==> src/gloic_consts.svh <==
// Register offsets, reset values and sizes of the GPIO line controller
`ifndef GLOIC_CONSTS_SVH
`define GLOIC_CONSTS_SVH
`define GLOIC_NLINES 32
`define GLOIC_AW 8
`define GLOIC_OFF_OWN_SET 8'h00
`define GLOIC_OFF_OWN_CLR 8'h04
`define GLOIC_OFF_OWN_STS 8'h08
`define GLOIC_OFF_OE_SET 8'h10
`define GLOIC_OFF_OE_CLR 8'h14
`define GLOIC_OFF_OE_STS 8'h18
`define GLOIC_OFF_DG_SET 8'h20
`define GLOIC_OFF_DG_CLR 8'h24
`define GLOIC_OFF_DG_STS 8'h28
`define GLOIC_OFF_LV_SET 8'h30
`define GLOIC_OFF_LV_CLR 8'h34
`define GLOIC_OFF_LV_STS 8'h38
`define GLOIC_OFF_PIN_STS 8'h3c
`define GLOIC_OFF_IM_SET 8'h40
`define GLOIC_OFF_IM_CLR 8'h44
`define GLOIC_OFF_IM_STS 8'h48
`define GLOIC_OFF_EV_STS 8'h4c
`define GLOIC_OFF_OD_SET 8'h50
`define GLOIC_OFF_OD_CLR 8'h54
`define GLOIC_OFF_OD_STS 8'h58
`define GLOIC_OFF_PS_A 8'h70
`define GLOIC_OFF_PS_B 8'h74
`define GLOIC_OFF_PS_STS 8'h78
`define GLOIC_OFF_SW_SET 8'ha0
`define GLOIC_OFF_SW_CLR 8'ha4
`define GLOIC_OFF_SW_STS 8'ha8
`define GLOIC_RST_ZERO 32'h0000_0000
`define GLOIC_RST_OWNER 32'hffff_ffff
`define GLOIC_RD_UNMAPPED 32'h0000_0000
`endif

==> src/gloic_pkg.sv <==
// Types shared by the GPIO line controller
package gloic_pkg;
  typedef logic [31:0] gloic_word_t;
  typedef enum logic [1:0] {
    GLOIC_BUS_IDLE = 2'b01,
    GLOIC_BUS_ACK = 2'b10
  } gloic_bus_st_t;
endpackage

==> src/gloic_top.sv <==
// GPIO line controller: 32 lines, Avalon-MM register slave
//
// Register access over Avalon-MM and the address map were chosen for this implementation.
`timescale 1ns/10ps
`include "gloic_consts.svh"

module gloic_top
  import gloic_pkg::*;
(
  // Clock, reset, controller clock gate
  input wire logic clk,
  input wire logic arst_n,
  input wire logic clk_en,
  // Avalon-MM slave
  input wire logic [`GLOIC_AW-1:0] avs_address,
  input wire logic avs_read,
  input wire logic avs_write,
  input wire logic [31:0] avs_writedata,
  input wire logic [3:0] avs_byteenable,
  output logic [31:0] avs_readdata,
  output logic avs_waitrequest,
  // Pads
  input wire logic [`GLOIC_NLINES-1:0] pad_in,
  output logic [`GLOIC_NLINES-1:0] pad_out,
  output logic [`GLOIC_NLINES-1:0] pad_oe,
  // Peripheral A and B functions
  input wire logic [`GLOIC_NLINES-1:0] pa_out,
  input wire logic [`GLOIC_NLINES-1:0] pa_oe,
  input wire logic [`GLOIC_NLINES-1:0] pb_out,
  input wire logic [`GLOIC_NLINES-1:0] pb_oe,
  output logic [`GLOIC_NLINES-1:0] periph_in,
  // Interrupt
  output logic irq
);

  // Bus state and software-visible registers
  gloic_bus_st_t bus_q;
  gloic_bus_st_t bus_d;
  gloic_word_t own_q;
  gloic_word_t oe_q;
  gloic_word_t dg_q;
  gloic_word_t lv_q;
  gloic_word_t im_q;
  gloic_word_t ev_q;
  gloic_word_t od_q;
  gloic_word_t ps_q;
  gloic_word_t sw_q;

  // Next values of the software-visible registers
  gloic_word_t own_d;
  gloic_word_t oe_d;
  gloic_word_t dg_d;
  gloic_word_t lv_d;
  gloic_word_t im_d;
  gloic_word_t ev_d;
  gloic_word_t od_d;
  gloic_word_t ps_d;
  gloic_word_t sw_d;

  // Input sampling and read data
  gloic_word_t sync1_q;
  gloic_word_t sync2_q;
  gloic_word_t dly_q;
  gloic_word_t pin_q;
  gloic_word_t rdata_q;

  // Combinational datapath
  gloic_word_t in_val;
  gloic_word_t change;
  gloic_word_t wmask;
  gloic_word_t wdat;
  gloic_word_t rd_mux;

  // Bus handshake
  logic req;
  logic take;
  logic wr_fire;
  logic rd_take;

  // Set bits win over clear bits written in the same access
  function automatic gloic_word_t set_clr(input gloic_word_t q,
                                          input logic do_set,
                                          input logic do_clr,
                                          input gloic_word_t bits);
    gloic_word_t r;
    r = q;
    if (do_clr) begin
      r = r & ~bits;
    end
    if (do_set) begin
      r = r | bits;
    end
    return r;
  endfunction

  // Bus handshake: every access is held one cycle by waitrequest
  assign req = avs_read | avs_write;
  assign take = req & (bus_q == GLOIC_BUS_IDLE);
  assign wr_fire = avs_write & (bus_q == GLOIC_BUS_ACK);
  assign rd_take = avs_read & take;
  assign avs_waitrequest = req & (bus_q == GLOIC_BUS_IDLE);
  assign avs_readdata = rdata_q;

  // Answer state lasts one cycle, so a request held into it is not taken twice
  always_comb begin
    bus_d = GLOIC_BUS_IDLE;
    case (bus_q)
      GLOIC_BUS_IDLE: begin
        if (take) begin
          bus_d = GLOIC_BUS_ACK;
        end
      end
      GLOIC_BUS_ACK: begin
        bus_d = GLOIC_BUS_IDLE;
      end
      default: begin
        bus_d = GLOIC_BUS_IDLE;
      end
    endcase
  end

  // Byte lanes gate write data; reads ignore them
  assign wmask = {{8{avs_byteenable[3]}}, {8{avs_byteenable[2]}},
                  {8{avs_byteenable[1]}}, {8{avs_byteenable[0]}}};
  assign wdat = avs_writedata & wmask;

  // Write decode
  wire w_own_s = wr_fire & (avs_address == `GLOIC_OFF_OWN_SET);
  wire w_own_c = wr_fire & (avs_address == `GLOIC_OFF_OWN_CLR);
  wire w_oe_s = wr_fire & (avs_address == `GLOIC_OFF_OE_SET);
  wire w_oe_c = wr_fire & (avs_address == `GLOIC_OFF_OE_CLR);
  wire w_dg_s = wr_fire & (avs_address == `GLOIC_OFF_DG_SET);
  wire w_dg_c = wr_fire & (avs_address == `GLOIC_OFF_DG_CLR);
  wire w_lv_s = wr_fire & (avs_address == `GLOIC_OFF_LV_SET);
  wire w_lv_c = wr_fire & (avs_address == `GLOIC_OFF_LV_CLR);
  wire w_lv_w = wr_fire & (avs_address == `GLOIC_OFF_LV_STS);
  wire w_im_s = wr_fire & (avs_address == `GLOIC_OFF_IM_SET);
  wire w_im_c = wr_fire & (avs_address == `GLOIC_OFF_IM_CLR);
  wire w_od_s = wr_fire & (avs_address == `GLOIC_OFF_OD_SET);
  wire w_od_c = wr_fire & (avs_address == `GLOIC_OFF_OD_CLR);
  wire w_ps_a = wr_fire & (avs_address == `GLOIC_OFF_PS_A);
  wire w_ps_b = wr_fire & (avs_address == `GLOIC_OFF_PS_B);
  wire w_sw_s = wr_fire & (avs_address == `GLOIC_OFF_SW_SET);
  wire w_sw_c = wr_fire & (avs_address == `GLOIC_OFF_SW_CLR);

  // Read decode
  wire r_own = avs_address == `GLOIC_OFF_OWN_STS;
  wire r_oe = avs_address == `GLOIC_OFF_OE_STS;
  wire r_dg = avs_address == `GLOIC_OFF_DG_STS;
  wire r_lv = avs_address == `GLOIC_OFF_LV_STS;
  wire r_pin = avs_address == `GLOIC_OFF_PIN_STS;
  wire r_im = avs_address == `GLOIC_OFF_IM_STS;
  wire r_ev = avs_address == `GLOIC_OFF_EV_STS;
  wire r_od = avs_address == `GLOIC_OFF_OD_STS;
  wire r_ps = avs_address == `GLOIC_OFF_PS_STS;
  wire r_sw = avs_address == `GLOIC_OFF_SW_STS;
  // Anything else reads as zero
  wire r_any = r_own | r_oe | r_dg | r_lv | r_pin | r_im | r_ev | r_od | r_ps | r_sw;

  assign rd_mux = ({32{r_own}} & own_q)
                | ({32{r_oe}} & oe_q)
                | ({32{r_dg}} & dg_q)
                | ({32{r_lv}} & lv_q)
                | ({32{r_pin}} & pin_q)
                | ({32{r_im}} & im_q)
                | ({32{r_ev}} & ev_q)
                | ({32{r_od}} & od_q)
                | ({32{r_ps}} & ps_q)
                | ({32{r_sw}} & sw_q)
                | ({32{~r_any}} & `GLOIC_RD_UNMAPPED);

  // Configuration updates; none depend on the line's current owner
  assign own_d = set_clr(own_q, w_own_s, w_own_c, wdat);
  assign oe_d = set_clr(oe_q, w_oe_s, w_oe_c, wdat);
  assign dg_d = set_clr(dg_q, w_dg_s, w_dg_c, wdat);
  assign im_d = set_clr(im_q, w_im_s, w_im_c, wdat);
  assign od_d = set_clr(od_q, w_od_s, w_od_c, wdat);
  assign ps_d = set_clr(ps_q, w_ps_b, w_ps_a, wdat);
  assign sw_d = set_clr(sw_q, w_sw_s, w_sw_c, wdat);

  // Direct write replaces only the bits opened by the mask
  assign lv_d = w_lv_w ? ((lv_q & ~(sw_q & wmask)) | (avs_writedata & sw_q & wmask))
              : set_clr(lv_q, w_lv_s, w_lv_c, wdat);

  // Input path: glitch filter is a one-sample delay, as inputs are already sampled
  // A level held for one clock always passes; nothing shorter reaches this logic
  assign in_val = (dg_q & dly_q) | (~dg_q & sync2_q);
  // Two successive samples differ; a stopped controller clock raises no event
  assign change = {32{clk_en}} & (in_val ^ pin_q);
  // Read clears everything; a change in the same cycle still lands
  wire ev_rd_clr = rd_take & r_ev;
  assign ev_d = (ev_rd_clr ? `GLOIC_RST_ZERO : ev_q) | change;

  // Level interrupt: stays up until a status read takes the events away or the mask bit is cleared
  assign irq = |(ev_q & im_q);
  // Peripherals see the raw pin, without filter or synchroniser
  assign periph_in = pad_in;

  // Pad drive per line
  genvar gi;
  generate
    for (gi = 0; gi < `GLOIC_NLINES; gi = gi + 1) begin : g_line
      // Peripheral path: select picks A or B for level and enable alike
      wire sel_out = ps_q[gi] ? pb_out[gi] : pa_out[gi];
      wire sel_oe = ps_q[gi] ? pb_oe[gi] : pa_oe[gi];
      wire lvl = own_q[gi] ? lv_q[gi] : sel_out;
      wire drv = own_q[gi] ? oe_q[gi] : sel_oe;
      // Open drain: a high level releases the line, so other drivers can pull it low
      wire od_release = od_q[gi] & lvl;
      assign pad_oe[gi] = drv & ~od_release;
      assign pad_out[gi] = lvl & ~od_q[gi];
    end
  endgenerate

  // Bus state
  always_ff @(posedge clk or negedge arst_n) begin
    if (!arst_n) begin
      bus_q <= GLOIC_BUS_IDLE;
    end else begin
      bus_q <= bus_d;
    end
  end

  // Read data is taken with the request and stands until the next read
  always_ff @(posedge clk or negedge arst_n) begin
    if (!arst_n) begin
      rdata_q <= `GLOIC_RST_ZERO;
    end else if (rd_take) begin
      rdata_q <= rd_mux;
    end
  end

  // Owner resets to the controller, so peripherals drive nothing until released
  always_ff @(posedge clk or negedge arst_n) begin
    if (!arst_n) begin
      own_q <= `GLOIC_RST_OWNER;
    end else begin
      own_q <= own_d;
    end
  end

  // Output enables
  always_ff @(posedge clk or negedge arst_n) begin
    if (!arst_n) begin
      oe_q <= `GLOIC_RST_ZERO;
    end else begin
      oe_q <= oe_d;
    end
  end

  // Filter enables
  always_ff @(posedge clk or negedge arst_n) begin
    if (!arst_n) begin
      dg_q <= `GLOIC_RST_ZERO;
    end else begin
      dg_q <= dg_d;
    end
  end

  // Driven levels
  always_ff @(posedge clk or negedge arst_n) begin
    if (!arst_n) begin
      lv_q <= `GLOIC_RST_ZERO;
    end else begin
      lv_q <= lv_d;
    end
  end

  // Change interrupt mask
  always_ff @(posedge clk or negedge arst_n) begin
    if (!arst_n) begin
      im_q <= `GLOIC_RST_ZERO;
    end else begin
      im_q <= im_d;
    end
  end

  // Peripheral select, A after reset
  always_ff @(posedge clk or negedge arst_n) begin
    if (!arst_n) begin
      ps_q <= `GLOIC_RST_ZERO;
    end else begin
      ps_q <= ps_d;
    end
  end

  // Open drain off after reset
  always_ff @(posedge clk or negedge arst_n) begin
    if (!arst_n) begin
      od_q <= `GLOIC_RST_ZERO;
    end else begin
      od_q <= od_d;
    end
  end

  // Direct write mask closed after reset
  always_ff @(posedge clk or negedge arst_n) begin
    if (!arst_n) begin
      sw_q <= `GLOIC_RST_ZERO;
    end else begin
      sw_q <= sw_d;
    end
  end

  // First stage feeds only the second stage
  always_ff @(posedge clk or negedge arst_n) begin
    if (!arst_n) begin
      sync1_q <= `GLOIC_RST_ZERO;
    end else begin
      sync1_q <= pad_in;
    end
  end

  // Second stage: the only reader of the first
  always_ff @(posedge clk or negedge arst_n) begin
    if (!arst_n) begin
      sync2_q <= `GLOIC_RST_ZERO;
    end else begin
      sync2_q <= sync1_q;
    end
  end

  // Filter delay stops with the controller clock
  always_ff @(posedge clk or negedge arst_n) begin
    if (!arst_n) begin
      dly_q <= `GLOIC_RST_ZERO;
    end else if (clk_en) begin
      dly_q <= sync2_q;
    end
  end

  // Pin status holds the last sample while the controller clock is stopped
  always_ff @(posedge clk or negedge arst_n) begin
    if (!arst_n) begin
      pin_q <= `GLOIC_RST_ZERO;
    end else if (clk_en) begin
      pin_q <= in_val;
    end
  end

  // Event bits follow the bus clock so a read clears them with sampling stopped
  always_ff @(posedge clk or negedge arst_n) begin
    if (!arst_n) begin
      ev_q <= `GLOIC_RST_ZERO;
    end else begin
      ev_q <= ev_d;
    end
  end

endmodule // gloic_top

==> config.mk <==
export PLATFORM = sky130hd
export DESIGN_NAME = gloic_top
export DESIGN_NICKNAME = d
export VERILOG_FILES = /design/src/gloic_pkg.sv /design/src/gloic_top.sv
export VERILOG_INCLUDE_DIRS = /design/src /design/src/src
export SDC_FILE = /design/constraint.sdc
export NUM_CORES = 1
export LEC_CHECK = 0
export ABC_AREA = 1
export BUFFER_PORTS_ARGS = -buffer_cell sky130_fd_sc_hd__buf_2
export CAP_MARGIN = 30
export CELL_PAD_IN_SITES_DETAIL_PLACEMENT = 0
export CELL_PAD_IN_SITES_GLOBAL_PLACEMENT = 1
export CORE_MARGIN = 4
export CORE_UTILIZATION = 38
export CTS_CLUSTER_DIAMETER = 50
export CTS_CLUSTER_SIZE = 20
export DETAILED_ROUTE_END_ITERATION = 12
export PLACE_DENSITY_LB_ADDON = 0.25
export SLEW_MARGIN = 20
export SYNTH_ARGS = -nofsm -noshare
export SYNTH_HDL_FRONTEND = slang
export SYNTH_SLANG_ARGS = --single-unit
==> constraint.sdc <==
create_clock -name clk -period 1.6 [get_ports clk]
set_input_delay 0.24 -clock clk [delete_from_list [all_inputs] [get_ports clk]]
set_output_delay 0.24 -clock clk [all_outputs]
set_load 0.005 [all_outputs]
==> summary.md, run 1 <==
The run finished, with violations left. The final reports fail on setup timing. The starting density of the core is 38.6%. Max-cap violations in this run came to 0. Final number of max-transition violations: 0.

Subtracting the final worst setup slack from the clock period gives 2.14 ns. When the netlist entered floorplanning its net count stood at 3228. The final count of hold timing violations is 0, and the number of synthesized flops with an enable pin is 0. Entering global routing, the biggest net connects 66 pins. The initial antenna violation count came out at 6. The final layout contains routed wiring with a total length of 107 mm. The fraction of layout instances using a drive strength above 1 is 36.9%, and the path depth of the worst reg2reg path is 10.

The source of the critical timing path was ev_q[26]. Counting both buffers and inverters, the worst setup path holds a total of 2. In this run the count of I/O pins placed on the die edge is 339.

The power consumption is 33.0 mW, and the number of H-tree branching levels is 2. The longest clock path from root to sink contains 3 buffers. Power spread over the standard cell area amounts to 966 nW/um2. Derived from the worst setup path, the maximum achievable clock frequency is 0.468 GHz. TritonCTS built the clock tree.

After routing the design area is 34200 um2. The worst hold path begins at avs_writedata[8]. The logs give 52 for the clock buffer count from CTS and 24200 for the via count of the first global-routing pass. The sum of net half-perimeters after detailed placement is 62.4 mm. In this design, the stage delay of the slowest critical-path cell is 0.39 ns. Leakage component of the power: 15.8 nW.

For the accumulated negative setup slack, the log shows -76.85 ns. Excluding fillers, the count of instances in the completed layout stands at 4410. The layout has 5391 filler cells. The placed standard-cell area is 27500 um2, and the number of sinks driven by the clock tree is 450. The floorplan has 90 rows. The share of the cycle needed by the critical path after routing works out to 133%.

The smallest setup slack after layout is -0.535 ns. The number of warning messages in the yosys log is 0. The critical path start-end classification was register to primary output. Part of the Yosys area used for sequential elements: 48.4%.

The tools report the sort of element at the start of the critical path as a register. After detailed routing, the average wire length per cell comes to 24.2 um. Summed over all layers, the global routing overflow is 0.

The run gives 386 as the number of failing setup endpoints in the final timing report. Grouping stages by cell kind, the critical path spends the most delay in simple AND/OR/NAND/NOR gates. For the first-pass iteration count of the detailed router, the log shows 6. The run gives 0.62 ns as the worst-skew pair later-pin latency. Among all stages on the critical path, the largest delay is contributed by sky130_fd_sc_hd__dfrtp_1.

After detailed placement, the design holds a cell count of 4122. The core region is 60600 um2. The first global-routing pass estimated 156 mm of wire. The die is 256 um tall. The synthesized design contains 450 register bits. The overall die width was 256 um.

Setup repair after global routing could not meet its margin everywhere. At the worst endpoint, the required time is 1.36 ns. The worst hold path passes through 3 cells.

The floorplan step defined a die boundary enclosing 65500 um2. The worst register-to-register path begins at bus_q[0]. Detailed routing inserted a total of 25200 vias. The signal on the critical path passes through inv_1, o21ai_0, nor2_1, nand4_1, nor2_4, nand2_4, buf_6. The number of input and output port buffers inserted was 338; the post-detailed-route DRC marker count was 0.

The number of DRC markers after the initial detailed-route iteration was 2701; the async set or reset register ratio after synthesis was 100%. Synthesis produced a netlist whose cell count is 3019. The worst clock skew on the final layout was 0.0179 ns.

Routability-driven placement finished with a final weighted congestion of 0.861. Across the VDD grid, the largest voltage drop is 0.000995 V. The area growth from synthesis to layout is 46.1%, and the highest fanout seen on the critical path is 2. Clock tree synthesis selected as its root buffer the cell sky130_fd_sc_hd__clkbuf_16. The tools report the worst max-slew margin expressed relative to the limit as 50.9%. The detail route stage leaves a number of antenna-violating nets equal to 0.

Global routing used 31.1% of the available tracks across all layers. The number of different library cells in the post-synthesis netlist came out at 31. The path class of the tightest hold or removal check is input pin to register.

The pin slew with the least headroom to its limit came out at 0.735 ns. Once layout is complete, the utilization of the core stands at 56.4%. The critical path runs through a total of 7 cells.

Clock-pin slew was measured on the worst setup and hold paths at 0.08 ns. The number of vias per cell was 5.72. The post-synthesis cell area is 23400 um2, and the number of nets in the layout is 3792.

STA puts the critical path data arrival time at 1.90 ns. The critical path capture point type is a primary output. Averaged over all synthesized cells, the footprint is 7.74 um2.

Dominant register cell in the synthesized netlist: sky130_fd_sc_hd__dfrtp_1.
-- repair_timing --
item | 4_1_cts | 5_1_grt
gates resized for setup | 603 | 584
cloned | 38 | 7
setup endpoints to repair | 354 | 388
buffers inserted | 70 | 26
hold buffers | 63 | 0
endpoints found under the hold margin | 416 | 0
pin swaps | 164 | 135
-- metrics by stage --
stage	hold WS, ns	setup WS [ns]
after detailed placement	0.126	-0.309
after CTS	0.00909	-0.558
after floorplan	-0.0556	0.0545
after global placement	0.124	-0.333
after global routing	0.0337	-0.609
final	0.0283	-0.535
-- path summary, 6_finish.rpt --
| kind | endpoint | slack [ns] |
|---|---|---|
| setup reg to reg | ev_q[0] | -0.36 |
| hold / removal | register | 0.03 |
| min in group asynchronous | sync1_q[7] | 0.09 |
| hold reg to reg | sync2_q[14] | 0.35 |
| setup / recovery | irq | -0.54 |
| max in group asynchronous | own_q[25] | 0.73 |
-- synth_stat cells (4+ instances only) --
cell type	number	area, um2
sky130_fd_sc_hd__buf_2	78	390
sky130_fd_sc_hd__a21oi_1	65	325
sky130_fd_sc_hd__o21ai_1	57	285
sky130_fd_sc_hd__xor2_1	32	280
sky130_fd_sc_hd__o21ai_0	646	3230
sky130_fd_sc_hd__dfstp_2	33	867
sky130_fd_sc_hd__nand2_1	587	2200
sky130_fd_sc_hd__nand3_1	384	1920
sky130_fd_sc_hd__dfrtp_1	417	10400
sky130_fd_sc_hd__o22ai_1	5	31.3
sky130_fd_sc_hd__buf_4	33	248
sky130_fd_sc_hd__mux2i_1	32	320
sky130_fd_sc_hd__nor2_4	5	56.3
sky130_fd_sc_hd__inv_1	242	908
sky130_fd_sc_hd__or2_2	32	200
sky130_fd_sc_hd__o211ai_1	31	233
sky130_fd_sc_hd__a221oi_1	4	35.0
sky130_fd_sc_hd__nor2_1	176	661
sky130_fd_sc_hd__nand4_1	32	200
sky130_fd_sc_hd__clkbuf_1	106	398
-- area by class of cell --
class / count / area, um2 / share of cell area (%)
diodes: 1 / 2.50 / 0.00733
clock buffers: 56 / 1350 / 3.95
clock inverters: 42 / 564 / 1.65
inverters: 245 / 927 / 2.71
multi-input cells: 2103 / 12200 / 35.6
flip-flops and latches: 450 / 11300 / 33.2
well taps: 782 / 978 / 2.87
repair buffers: 731 / 6850 / 20.0
-- layout by cell type (no fill, tap or decap), drive strengths merged, types with 33 or more instances in the layout --
master,synthesis,final
a21oi,65,65
buf,115,662
clkbuf,106,62
dfrtp,417,417
dfstp,33,33
dlygate4sd3,0,63
inv,245,262
nand2,590,590
nand3,385,385
nor2,184,184
o21ai,703,703
-- routing by layer --
| metal | vias up | routed length, um | global-route usage [%] |
|---|---|---|---|
| met5 | - | 59 | 0 |
| met1 | 12200 | 43300 | 43.1 |
| met2 | 1329 | 46100 | 46.3 |
| li1 | 11400 | - | - |
| met4 | 10 | 5920 | 13.8 |
| met3 | 334 | 11500 | 7.57 |
-- kinds of logic (layout without fill, tap and decap cells) --
| logic type | after synthesis | count (layout) | synth area share, % |
|---|---|---|---|
| other | 0 | 1 | 0 |
| buffers and inverters | 466 | 1074 | 8.46 |
| XOR/XNOR | 32 | 32 | 1.20 |
| AO/OA/AOI/OAI | 813 | 813 | 17.9 |
| multiplexers | 32 | 32 | 1.37 |
| AND/OR/NAND/NOR | 1226 | 1226 | 22.7 |
| flip-flops | 450 | 450 | 48.4 |
-- where the power goes --
part | total [mW] | switching, mW | internal (mW)
Sequential | 12.8 | 0.668 | 12.1
Clock | 13.1 | 5.94 | 7.17
Combinational | 7.07 | 3.75 | 3.32
Total | 33.0 | 10.4 | 22.6
-- tightest hold or removal path: stages --
cell,delay [ns]
sky130_fd_sc_hd__buf_2,0.15
sky130_fd_sc_hd__o211ai_1,0.11
sky130_fd_sc_hd__nand3_1,0.10
Note: power is estimated with default switching activity, not from simulation.
==> run 2, diff against run 1 <==
--- a/config.mk
+++ b/config.mk
@@ -16,7 +16,8 @@
 export CTS_CLUSTER_DIAMETER = 50
 export CTS_CLUSTER_SIZE = 20
 export DETAILED_ROUTE_END_ITERATION = 12
-export PLACE_DENSITY_LB_ADDON = 0.25
+export PLACE_DENSITY_LB_ADDON = 0.1
+export SETUP_SLACK_MARGIN = 0.3
 export SLEW_MARGIN = 20
 export SYNTH_ARGS = -nofsm -noshare
 export SYNTH_HDL_FRONTEND = slang
==> constraint.sdc (replaced) <==
create_clock -name clk -period 1.6 [get_ports clk]
set_input_delay 0 -clock clk [delete_from_list [all_inputs] [get_ports clk]]
set_output_delay 0 -clock clk [all_outputs]
set_load 0.005 [all_outputs]
==> run 2 against run 1 <==
  * Clock-buffer cell count is 1 lower
  * Cell count is 1.1% higher
  * Hold slack better by 0.0035 ns
  * Register-to-register slack better by 0.15 ns
  * Largest cell class unchanged
  * Clock power hardly changed
  * Combinational power is 5.0% higher
  * Final area is 5.7% higher
  * The run still ends with setup timing left
  * Clock skew hardly changed
  * Sequential share of layout area is 1.8 points lower
==> summary.md, run 2 (synthesis results as in run 1) <==
The total grt overflow was 0 (unchanged). The logs give 54 (was 52) for the clock buffer count from CTS and -0.536 ns (was -0.535 ns) for the smallest setup slack after layout. The overall die width was 256 um (unchanged).

The tools report the data arrival time of the critical path as 2.14 ns (was 1.90 ns). The placed instance count is 4070 (was 4122). The die area was 65500 um2 (unchanged). Worst max-slew margin expressed relative to the limit: 35.2% (was 50.9%). Chain of cells forming the critical path: nand2_1, nand2_1, nor2_2, nand4_1, nor2_4, nand2_2, buf_6 (was inv_1, o21ai_0, nor2_1, nand4_1, nor2_4, nand2_4, buf_6). Total stage count of the critical path: 7 (unchanged). Worst clock skew on the final layout: 0.0175 ns (was 0.0179 ns). The sum of net half-perimeters after detailed placement came out at 65.3 mm (was 62.4 mm). The core box area was 60600 um2 (unchanged).

The critical path start-end classification was register to primary output (unchanged). The gate family responsible for the most delay along the worst path was simple AND/OR/NAND/NOR gates (unchanged). The wire length of the first global-routing pass came out at 171 mm (was 156 mm). The tools report the largest net degree at the start of global routing as 97 (was 66). The flow ran to the end, but the final reports show violations. The final core area utilization is 59.6% (was 56.4%). The critical path capture point type is a primary output (unchanged). The clock-pin slew on the worst setup and hold paths was 0.07 ns (was 0.08 ns). The first-pass iteration count of the detailed router was 6 (unchanged); the power consumption was 33.3 mW (was 33.0 mW).

Counting stages on the worst path, the most repeated cell is sky130_fd_sc_hd__nand2_1. The path depth of the worst reg2reg path is 10 (unchanged), and the worst setup timing slack at the placement stage is -0.147 ns (was -0.309 ns). Highest-count cells in the layout ignoring fill and taps: sky130_fd_sc_hd__nand2_1, sky130_fd_sc_hd__dfrtp_1, sky130_fd_sc_hd__nand3_1 (unchanged). The run gives 364 (was 386) as the number of failing setup endpoints in the final timing report. Sort of element at the start of the critical path: a register (unchanged). The initial antenna violation count was 2 (was 6); the total number of vias was 25700 (was 25200).

The final number of max-transition violations was 0 (unchanged); the number of I/O pins was 339 (unchanged). The logs give 5191 (was 5391) for the number of fill cells in the layout and 34.7% (was 31.1%) for the total routing resource utilization after global routing. Clock tree root buffer cell: sky130_fd_sc_hd__clkbuf_16 (unchanged).

Failing checks: setup timing (unchanged). The number of H-tree branching levels was 2 (unchanged). The vertical extent of the die was 256 um (unchanged); the maximum single-stage delay on the critical path was 0.40 ns (was 0.39 ns). The final period demand of the worst path was 2.14 ns (about the same). Most common cell after layout, fill and taps aside: sky130_fd_sc_hd__nand2_1 (unchanged). Standard cell with the maximum stage delay on the critical path: sky130_fd_sc_hd__dfrtp_1 (unchanged). The worst-skew pair later-pin latency was 0.62 ns (about the same); the buffer and inverter count on the worst path was 1 (was 2). The run gives 0.468 GHz (about the same) as the maximum achievable frequency.

The tools report the startpoint of the tightest hold check path as pad_in[29] (was avs_writedata[8]). The worst setup slack for register-to-register paths was -0.21 ns (was -0.36 ns). Source of the critical timing path: ev_q[24] (was ev_q[26]). The pin slew with the least headroom to its limit was 0.970 ns (was 0.735 ns). The classification of the worst-slack hold path was input pin to register (unchanged). The tools report the post-detailed-route DRC marker count as 0 (unchanged). The number of input and output port buffers inserted was 338 (unchanged). For the count of nets left with antenna violations after detail routing, the log shows 0 (unchanged). Capture instance of the worst register-to-register path: own_q[28] (was ev_q[0]). The share of the cycle needed by the critical path after routing works out to 133% (about the same).

The run gives 3837 (was 3792) as the number of nets in the layout. The number of DRC markers after the initial detailed-route iteration is 2690 (was 2701), and the total of max-cap violations is 0 (unchanged). The final wirelength is 118 mm (was 107 mm), and the number of vias per cell is 5.77 (was 5.72).

Final count of hold timing violations: 0 (unchanged). The power per standard cell area was 921 nW/um2 (was 966 nW/um2); the number of rows in the core area was 90 (unchanged). Number of sinks driven by the clock tree: 450 (unchanged). The maximum root-to-sink buffer count is 3 (unchanged), and the last weighted congestion value of the routability-driven placer is 0.875 (was 0.861). The starting density of the core is 38.6% (unchanged), and the fraction of layout instances using a drive strength above 1 is 39.5% (was 36.9%). TritonCTS built the clock tree. Setup repair after global routing could not meet its margin everywhere. The area growth from synthesis to layout was 54.4% (was 46.1%); the highest fanout seen on the critical path was 3 (was 2). The capturing element of the worst setup path is irq (unchanged).

The critical path required time was 1.60 ns (was 1.36 ns). The startpoint of the worst register-to-register path was bus_q[0] (unchanged). For the largest vdd supply drop, the log shows 0.000718 V (was 0.000995 V). The final instance count without filler cells came out at 4457 (was 4410). The logs give 25100 (was 24200) for the via count of the first global-routing pass and 16.6 nW (was 15.8 nW) for the leakage component of the power. Wire length per cell after detailed routing: 26.5 um (was 24.2 um).
==> run 2: what timing repair did <==
| action | CTS | global route |
|---|---|---|
| endpoints found under the setup margin | 386 | 457 |
| cloned | 65 | 3 |
| hold endpoints to repair | 661 | 0 |
| pin swaps | 117 | 146 |
| setup buffers | 109 | 30 |
| hold buffers | 77 | 0 |
| gates resized for setup | 881 | 471 |
==> run 2: metal layers <==
layer,up-vias,track usage (%),wire length (um)
met5,-,0,13
li1,11500,-,-
met1,12500,46.6,47600
met2,1444,52.2,50500
met4,2,16.9,7600
met3,347,9.27,12300
==> run 2: worst min-delay path by stage <==
| stage | endpoint | cells after the start |
|---|---|---|
| after CTS | register | 5 |
| after global routing | sync1_q[1] | 2 |
| after detailed placement | avs_readdata[8] | 1 |
| after floorplan | asynchronous set/reset pin | 0 |
| final | sync1_q[29] | 2 |
| after global placement | avs_readdata[8] | 1 |
==> run 2: final cells by class <==
class                           count  area (um2)  share of cell area, %
Sequential cell                   450       11300                   31.4
Multi-Input combinational cell   2103       12900                   35.6
Clock buffer                       55        1380                   3.81
Tap cell                          782         978                   2.71
Inverter                          245         928                   2.57
Timing Repair Buffer              774        8110                   22.5
Antenna cell                        3        7.51                 0.0208
Clock inverter                     45         510                   1.41
==> run 2: report_power, final <==
| group | total (mW) | switching, mW | internal (mW) |
|---|---|---|---|
| clock network | 13.1 | 5.86 | 7.23 |
| logic | 7.42 | 4.05 | 3.37 |
| registers | 12.7 | 0.623 | 12.1 |
==> run 2: metrics by stage <==
step                      area [um2]  hold WS, ns  TNS (ns)
final                          36100       0.0318    -41.84
after global routing           36100       0.0283    -64.95
after CTS                      34200      0.00120    -28.08
after detailed placement       27000      -0.0630     -1.16
after global placement         27000      -0.0672    -0.373
after floorplan                23500       -0.296         0
==> run 2: worst register-to-register path, cell delays in order, from the launching register on <==
cell	delay, ns
sky130_fd_sc_hd__dfstp_2	0.55
sky130_fd_sc_hd__inv_4	0.05
sky130_fd_sc_hd__nand3_4	0.14
sky130_fd_sc_hd__buf_6	0.13
sky130_fd_sc_hd__inv_4	0.04
sky130_fd_sc_hd__buf_12	0.11
sky130_fd_sc_hd__nand3b_1	0.18
sky130_fd_sc_hd__buf_6	0.18
sky130_fd_sc_hd__buf_6	0.11
sky130_fd_sc_hd__buf_12	0.15
sky130_fd_sc_hd__o21ai_2	0.07
